==> config.mk <==
export PLATFORM = sky130hd
export DESIGN_NAME = mids_top
export DESIGN_NICKNAME = d
export VERILOG_FILES = /design/src/hw/mids_pkg.sv /design/src/hw/mids_decode.sv /design/src/hw/mids_top.sv
export SDC_FILE = /design/constraint.sdc
export NUM_CORES = 1
export LEC_CHECK = 0
export BUFFER_PORTS_ARGS = -buffer_cell sky130_fd_sc_hd__clkbuf_2
export CORE_MARGIN = 3
export CORE_UTILIZATION = 30
export DETAILED_ROUTE_END_ITERATION = 10
export SKIP_CTS_REPAIR_TIMING = 1
export SYNTH_ARGS = -nofsm -noshare
export SYNTH_HDL_FRONTEND = slang
export SYNTH_SLANG_ARGS = --single-unit
==> constraint.sdc <==
create_clock -name aclk -period 3.5 [get_ports aclk]
set_input_delay 0 -clock aclk [delete_from_list [all_inputs] [get_ports aclk]]
set_output_delay 0 -clock aclk [all_outputs]
set_load 0.1 [all_outputs]
==> src/hw/mids_pkg.sv <==
// package for the motor input detection setup block: register map, fields, modes
package mids_pkg;
    // register byte offsets
    localparam logic [3:0] CFG_OFFS = 4'h0;
    localparam logic [3:0] STAT_OFFS = 4'h4;
    // configuration field positions
    localparam int SENSOR_SEL_POS = 0;
    localparam int TACHO_EDGE_LSB = 1;
    localparam int INPUT_SEL_LSB = 3;
    localparam int CMP_OFF_POS = 5;
    localparam int DISCHARGE_POS = 6;
    localparam int CFG_WIDTH = 7;
    localparam logic [6:0] CFG_RESET = 7'h00;
    // axi response codes
    localparam logic [1:0] RESP_OKAY = 2'h0;
    localparam logic [1:0] RESP_SLVERR = 2'h2;
    // pin function codes
    localparam logic [1:0] PIN_GPIO = 2'h0;
    localparam logic [1:0] PIN_ANALOG = 2'h1;
    localparam logic [1:0] PIN_DIGITAL = 2'h2;
    localparam logic [1:0] PIN_OFF = 2'h3;
    // detection modes
    typedef enum logic [2:0] {
        MIDS_UNUSED,
        MIDS_POSITION,
        MIDS_SENSORLESS,
        MIDS_TACHO,
        MIDS_ENCODER,
        MIDS_ALL_GPIO,
        MIDS_CMP_ANALOG
    } mids_mode_e;
endpackage : mids_pkg

==> src/hw/mids_decode.sv <==
// combinational mode and pin function decode
`timescale 1ns/100ps
`default_nettype none
module mids_decode (
    // configuration fields
    input wire logic sensor_select_bit,
    input wire logic [1:0] tacho_edge_field,
    input wire logic [1:0] input_select_field,
    input wire logic comparator_off_bit,
    // decoded results
    output mids_pkg::mids_mode_e mode,
    output logic [5:0] pin_func,
    output logic rise_en,
    output logic fall_en,
    output logic cmp_on,
    output logic dedicated
);
    import mids_pkg::*;

    // function code for pin k; selected pin gets sel_code, others get rest_code
    function automatic logic [5:0] spread(input logic [1:0] sel, input logic [1:0] sel_code,
                                          input logic [1:0] rest_code);
        logic [5:0] r;
        r = {rest_code, rest_code, rest_code};
        if (sel == 2'h0) begin
            r[1:0] = sel_code;
        end else if (sel == 2'h1) begin
            r[3:2] = sel_code;
        end else if (sel == 2'h2) begin
            r[5:4] = sel_code;
        end
        return r;
    endfunction : spread

    // mode table, unlisted combinations fall to unused
    always_comb begin
        mode = MIDS_UNUSED;
        pin_func = {PIN_GPIO, PIN_GPIO, PIN_GPIO};
        rise_en = 1'b0;
        fall_en = 1'b0;
        cmp_on = 1'b0;
        dedicated = 1'b0;
        if (tacho_edge_field == 2'h0) begin
            if (input_select_field == 2'h3) begin
                mode = MIDS_UNUSED;
            end else if (comparator_off_bit) begin
                mode = MIDS_CMP_ANALOG;
                pin_func = spread(input_select_field, PIN_ANALOG, PIN_GPIO);
                cmp_on = 1'b1;
            end else if (sensor_select_bit) begin
                mode = MIDS_POSITION;
                pin_func = spread(input_select_field, PIN_DIGITAL, PIN_GPIO);
                rise_en = 1'b1;
                fall_en = 1'b1;
            end else begin
                mode = MIDS_SENSORLESS;
                pin_func = spread(input_select_field, PIN_ANALOG, PIN_OFF);
                cmp_on = 1'b1;
                dedicated = 1'b1;
            end
        end else if (input_select_field == 2'h3) begin
            if (comparator_off_bit) begin
                mode = MIDS_ALL_GPIO;
                cmp_on = 1'b0;
            end else begin
                mode = MIDS_ENCODER;
                pin_func = {PIN_GPIO, PIN_DIGITAL, PIN_DIGITAL};
                rise_en = 1'b1;
                fall_en = 1'b1;
            end
        end else begin
            mode = MIDS_TACHO;
            pin_func = spread(input_select_field, PIN_DIGITAL, PIN_GPIO);
            rise_en = tacho_edge_field[0];
            fall_en = tacho_edge_field[1];
        end
    end
endmodule : mids_decode
`default_nettype wire

==> src/hw/mids_top.sv <==
// axi4-lite configured input detection setup for three motor input pins
`timescale 1ns/100ps
`default_nettype none
module mids_top (
    // clock and reset
    input wire logic aclk,
    input wire logic aresetn,
    // axi write address
    input wire logic [3:0] s_axi_awaddr,
    input wire logic s_axi_awvalid,
    output logic s_axi_awready,
    // axi write data
    input wire logic [31:0] s_axi_wdata,
    input wire logic [3:0] s_axi_wstrb,
    input wire logic s_axi_wvalid,
    output logic s_axi_wready,
    // axi write response
    output logic [1:0] s_axi_bresp,
    output logic s_axi_bvalid,
    input wire logic s_axi_bready,
    // axi read address
    input wire logic [3:0] s_axi_araddr,
    input wire logic s_axi_arvalid,
    output logic s_axi_arready,
    // axi read data
    output logic [31:0] s_axi_rdata,
    output logic [1:0] s_axi_rresp,
    output logic s_axi_rvalid,
    input wire logic s_axi_rready,
    // pin setup towards the input stage, pin_func_q 2 bits per pin, first pin lowest
    output logic [5:0] pin_func_q,
    output logic [2:0] pin_alt_en_q,
    output logic [2:0] pin_ground_q,
    output logic edge_rise_en_q,
    output logic edge_fall_en_q,
    output logic comparator_on_q,
    output logic [2:0] mode_q
);
    import mids_pkg::*;

    // configuration word as last written
    logic [CFG_WIDTH-1:0] cfg_q;

    // write channel slots; address and data may arrive in either order
    logic [3:0] awaddr_q;
    logic aw_have_q;
    logic w_have_q;
    logic [31:0] wdata_q;
    logic [3:0] wstrb_q;

    // decode results, one cycle ahead of the output flops
    mids_mode_e mode_d;
    logic [5:0] func_d;
    logic rise_d;
    logic fall_d;
    logic cmp_d;
    logic ded_d;

    // write strobe and per-pin enables derived from the pin functions
    logic do_write;
    logic [2:0] alt_d;
    logic [2:0] gnd_d;

    // the decode is purely combinational from the config word
    // every result is registered below before it leaves the block
    mids_decode u_decode (
        .sensor_select_bit(cfg_q[SENSOR_SEL_POS]),
        .tacho_edge_field(cfg_q[TACHO_EDGE_LSB +: 2]),
        .input_select_field(cfg_q[INPUT_SEL_LSB +: 2]),
        .comparator_off_bit(cfg_q[CMP_OFF_POS]),
        .mode(mode_d),
        .pin_func(func_d),
        .rise_en(rise_d),
        .fall_en(fall_d),
        .cmp_on(cmp_d),
        .dedicated(ded_d)
    );

    // write address and data are taken in either order, then answered together
    // holding off while bvalid stands keeps a second write from overrunning an unanswered one
    assign do_write = aw_have_q && w_have_q && !s_axi_bvalid;

    // write address slot, emptied when the write is carried out
    always_ff @(posedge aclk) begin
        if (!aresetn) begin
            aw_have_q <= 1'b0;
            awaddr_q <= 4'h0;
        end else if (s_axi_awvalid && s_axi_awready) begin
            aw_have_q <= 1'b1;
            awaddr_q <= s_axi_awaddr;
        end else if (do_write) begin
            aw_have_q <= 1'b0;
        end
    end

    // write data slot, emptied together with the address slot
    always_ff @(posedge aclk) begin
        if (!aresetn) begin
            w_have_q <= 1'b0;
            wdata_q <= 32'h0;
            wstrb_q <= 4'h0;
        end else if (s_axi_wvalid && s_axi_wready) begin
            w_have_q <= 1'b1;
            wdata_q <= s_axi_wdata;
            wstrb_q <= s_axi_wstrb;
        end else if (do_write) begin
            w_have_q <= 1'b0;
        end
    end

    // ready only while the channel slot is empty
    // ready drops in the cycle a beat is taken, so a full slot never takes a second beat
    // trade-off: two idle cycles between writes, which a setup register can afford
    always_ff @(posedge aclk) begin
        if (!aresetn) begin
            s_axi_awready <= 1'b0;
            s_axi_wready <= 1'b0;
        end else begin
            s_axi_awready <= !aw_have_q && !(s_axi_awvalid && s_axi_awready);
            s_axi_wready <= !w_have_q && !(s_axi_wvalid && s_axi_wready);
        end
    end

    // config register; only byte lane 0 carries bits
    // no preload: a new word acts at once, so the select must stay put in comparator-off analog mode
    always_ff @(posedge aclk) begin
        if (!aresetn) begin
            cfg_q <= CFG_RESET;
        end else if (do_write && awaddr_q[3:2] == CFG_OFFS[3:2] && wstrb_q[0]) begin
            cfg_q <= wdata_q[CFG_WIDTH-1:0];
        end
    end

    // write response; status is read only so a write there is an error
    // bvalid stands until bready is seen; bresp only changes with a new answer
    always_ff @(posedge aclk) begin
        if (!aresetn) begin
            s_axi_bvalid <= 1'b0;
            s_axi_bresp <= RESP_OKAY;
        end else if (do_write) begin
            s_axi_bvalid <= 1'b1;
            s_axi_bresp <= (awaddr_q[3:2] == CFG_OFFS[3:2]) ? RESP_OKAY : RESP_SLVERR;
        end else if (s_axi_bready) begin
            s_axi_bvalid <= 1'b0;
        end
    end

    // read channel, one outstanding read
    // status reads the output flops except pin_ground_q, so it shows the rest of what the input stage is really given
    // arready comes back only after the data beat has gone
    always_ff @(posedge aclk) begin
        if (!aresetn) begin
            s_axi_arready <= 1'b0;
            s_axi_rvalid <= 1'b0;
            s_axi_rdata <= 32'h0;
            s_axi_rresp <= RESP_OKAY;
        end else if (s_axi_arvalid && s_axi_arready) begin
            s_axi_arready <= 1'b0;
            s_axi_rvalid <= 1'b1;
            if (s_axi_araddr[3:2] == CFG_OFFS[3:2]) begin
                s_axi_rdata <= {25'h0, cfg_q};
                s_axi_rresp <= RESP_OKAY;
            end else if (s_axi_araddr[3:2] == STAT_OFFS[3:2]) begin
                s_axi_rdata <= {16'h0, 1'b0, mode_q, comparator_on_q, edge_fall_en_q, edge_rise_en_q,
                                pin_alt_en_q, pin_func_q};
                s_axi_rresp <= RESP_OKAY;
            end else begin
                s_axi_rdata <= 32'h0;
                s_axi_rresp <= RESP_SLVERR;
            end
        end else if (s_axi_rvalid) begin
            if (s_axi_rready) begin
                s_axi_rvalid <= 1'b0;
            end
        end else begin
            s_axi_arready <= 1'b1;
        end
    end

    // alternate function held on every pin not plain gpio; grounding only for off pins
    // pins left to plain i/o never ground, whatever the discharge bit says
    always_comb begin
        for (int k = 0; k < 3; k++) begin
            alt_d[k] = (func_d[2*k +: 2] != PIN_GPIO);
            gnd_d[k] = (func_d[2*k +: 2] == PIN_OFF) && ded_d && cfg_q[DISCHARGE_POS];
        end
    end

    // registered outputs lag the config by one cycle, harmless for slow setup
    // every output leaves from a flop so the input stage never sees decode glitches
    // all outputs change on the same edge, so mode and pin functions never disagree
    always_ff @(posedge aclk) begin
        if (!aresetn) begin
            pin_func_q <= 6'h0;
            pin_alt_en_q <= 3'h0;
            pin_ground_q <= 3'h0;
            edge_rise_en_q <= 1'b0;
            edge_fall_en_q <= 1'b0;
            comparator_on_q <= 1'b0;
            mode_q <= 3'h0;
        end else begin
            pin_func_q <= func_d;
            pin_alt_en_q <= alt_d;
            pin_ground_q <= gnd_d;
            edge_rise_en_q <= rise_d;
            edge_fall_en_q <= fall_d;
            comparator_on_q <= cmp_d;
            mode_q <= mode_d;
        end
    end
endmodule : mids_top
`default_nettype wire

==> metrics.md <==
| Metric | Value |
|---|---|
| Number of cells in the finished layout apart from fillers | `437` |
| Number of input and output port buffers inserted | `58` |
| Number of max-slew violations in the final report | `0` |
| Die Outline Area | `0.00922 mm2` |
| Antenna diode count | `0` |
| Distinct cell type count after synthesis | `39` |
| Number of DRC markers in iteration 0 | `58` |
| Kind of path behind the tightest hold check | `in2reg` |
| Biggest area consumer among synthesized cells | `dfxtp_1` |
| Mean routed wirelength per cell | `11.7 um` |
| Antenna violations before repair | `0` |
| Die Span Y | `around 96 um` |
| Leading register cell type out of synthesis | `dfxtp_1` |
| Initial Utilization | `31.1%` |
| Growth of design area from synthesis to finish | `23.7%` |
| Fraction of post-synthesis cell area in the top cell type by area | `48.6%` |
| Grt total ovfl | `0` |
| CTS H-Tree Depth | `3` |
| Req. time, crit path | `3730 ps` |
| Failing checks | `negative hold slack` |
| Critical Setup Path Class | `reg2reg` |
| Global-route wire length before repair | `8090 um` |
| Fraction of synthesis flops using an asynchronous set or reset pin | `0%` |
| Mean instance size in the synthesized netlist | `9.17 um2` |
| Static leakage | `between 1 and 1.5 nW` |
| Register area share after synthesis | `48.6%` |
| Slew margin rel. | `46.0%` |
| Synth Register Bits | `between 50 and 60` |
| Final GP Congestion | `0.764` |
| Final WS setup | `2090 ps` |
| Final hold slack | `-27.9 ps` |
| Final Cycle Share | `40.4%` |
| Antenna-violating nets left | `0` |
| CP arrival | `1640 ps` |
| DR pass1 iterations | `4` |
| Dominant cell by count in the synthesized netlist | `dfxtp_1` |
| Max-Cap Viols | `0` |
| Post-layout instance area | `between 0.003 and 0.004 mm2` |
| Post-Syn Area | `0.00243 mm2` |
| Synthesized instance count | `265` |
| TritonCTS clock tree | `yes` |
| Final HPWL from detailed placement | `between 3000 and 4000 um` |
| Leading post-synthesis cells by instance count | `59 x dfxtp_1, 36 x nand2_1, 33 x a21boi_0` |
| Slew @ Worst Pin | `about 800 ps` |
| Crit path capture type | `flop` |
| Number of I/O pins | `110` |
| Setup violation total in the final timing report | `0` |
| Via count of the first global-routing pass | `1,702` |
| Number of enable flip-flop cells after synthesis | `0` |
| Maximum number of pins on one net before global-route repair | `50` |
| Clock buffer depth | `2` |
| Largest cells by area after synthesis | `dfxtp_1 49%, a21boi_0 10%, buf_4 5.9%` |
| Number of clock sinks seen by CTS | `59` |
| Power density relative to cell area | `roughly 500 mW/mm2` |
| Setup TNS | `0 ps` |
| Worst setup timing slack at the placement stage | `between 2000 and 2500 ps` |
| Result of the run | `finished, violations left` |
| Mean number of vias per cell | `around 4.6` |
| Placed Instance Area | `0.00269 mm2` |
| FP Rows | `32` |
| Source-to-sink clock delay at the later pin of the worst-skew pair | `340 ps` |
| Largest clock skew in the final design | `7.25 ps` |
| Number of buffers created by CTS | `9` |
| Total global routing track utilization | `11.4%` |
| Worst ir drop on vdd | `0.000208 V` |
| RSZ-0062 raised after global routing | `no` |
| Hold violation total from the final report | `2` |
| Number of warning messages in the yosys log | `0` |
| Aggregate routed wire length | `~5000 um` |
| CP startpoint kind | `flop` |
| Clock tree root buffer cell | `clkbuf_8` |
| Clock-pin slew on the worst setup and hold paths | `roughly 60 ps` |
| Maximum clock rate | `707 MHz` |
| Nets@finish | `381` |
| Share of cells above drive strength 1 | `23.9%` |
| Horizontal extent of the die | `96.0 um` |
| Worst-path fanout max | `17` |
| Number of vias in the routed layout | `between 2,000 and 2,500` |
| Post-route DRC violation count | `0` |
| Final critical path time including I/O delays and setup | `1410 ps` |
| Core area | `0.00781 mm2` |
| Total instance count after detailed placement | `407` |
## logic make-up after synthesis
| logic type | count (synthesis) | share of synthesized area [%] |
|---|---|---|
| AND/OR/NAND/NOR | 85 | 17.6 |
| AO/OA/AOI/OAI | 75 | 22.2 |
| flip-flops | 59 | 48.6 |
| buffers and inverters | 42 | 10.3 |
| multiplexers | 2 | 0.824 |
| XOR/XNOR | 1 | 0.360 |
| other | 1 | 0.154 |
## cell type report
class | instances | area (um2)
timing repair buffer | 72 | 430
multi-input combinational | 182 | 1070
tap | 102 | 128
clock buffer | 12 | 155
fill | 824 | 4800
clock inverter | 4 | 25.0
sequential | 59 | 1180
inverter | 6 | 22.5
## registers in the layout, indices dropped and copies added, names as in the netlist, 2 cells and up
name,flops
pin_ground_q,3
awaddr_q,2
mode_q,3
cfg_q,7
pin_func_q,6
pin_alt_en_q,3
s_axi_rdata,15
wdata_q,7
## metrics by stage
stage,power [mW],util (%)
after global placement,0.976,34.4
after CTS,1.53,36.7
final,1.52,38.5
after global routing,1.59,38.5
after floorplan,0.960,-
after detailed placement,0.977,34.4
## worst paths after layout
path | depth (start not counted) | slack, ps | endpoint | from
worst min register to register | 2 | 470 | s_axi_rdata[6] | s_axi_rdata[6]
worst min-delay path | 3 | -30 | awaddr_q[2] | s_axi_awvalid
worst max-delay path | 3 | 2090 | pin_func_q[1] | cfg_q[4]
worst max register to register | 3 | 2090 | pin_func_q[1] | cfg_q[4]
## layer usage
metal	GRT usage, %	routed length [um]
met2	17.6	2410
met4	4.62	53
met1	14.0	2270
met3	4.61	389
met5	0	0
## power breakdown
| part | leakage (nW) | internal, mW | switching [mW] |
|---|---|---|---|
| sequential | 0.482 | 0.692 | 0.0129 |
| combinational | 0.679 | 0.0447 | 0.224 |
| clock | 0.0884 | 0.292 | 0.252 |
## critical path: stages (launching register included)
cell and delay [ps]:
dfxtp_1 680, or3b_2 220, a21oi_1 60, o31a_2 350
## cell usage in the layout, fill, tap and decap left out, drive strengths merged, types with 4 or more instances in the layout
master / Yosys / routed
clkbuf: 9 / 70
dfxtp: 59 / 59
nand2: 37 / 37
a21boi: 33 / 33
conb: 1 / 19
dlygate4sd3: 0 / 14
nand3: 12 / 12
nor2: 11 / 11
o21ai: 11 / 11
a22o: 8 / 8
a22oi: 8 / 8
a21oi: 6 / 6
inv: 6 / 6
and2: 5 / 5
nand2b: 4 / 4
Power figures use the tool's default switching activity.
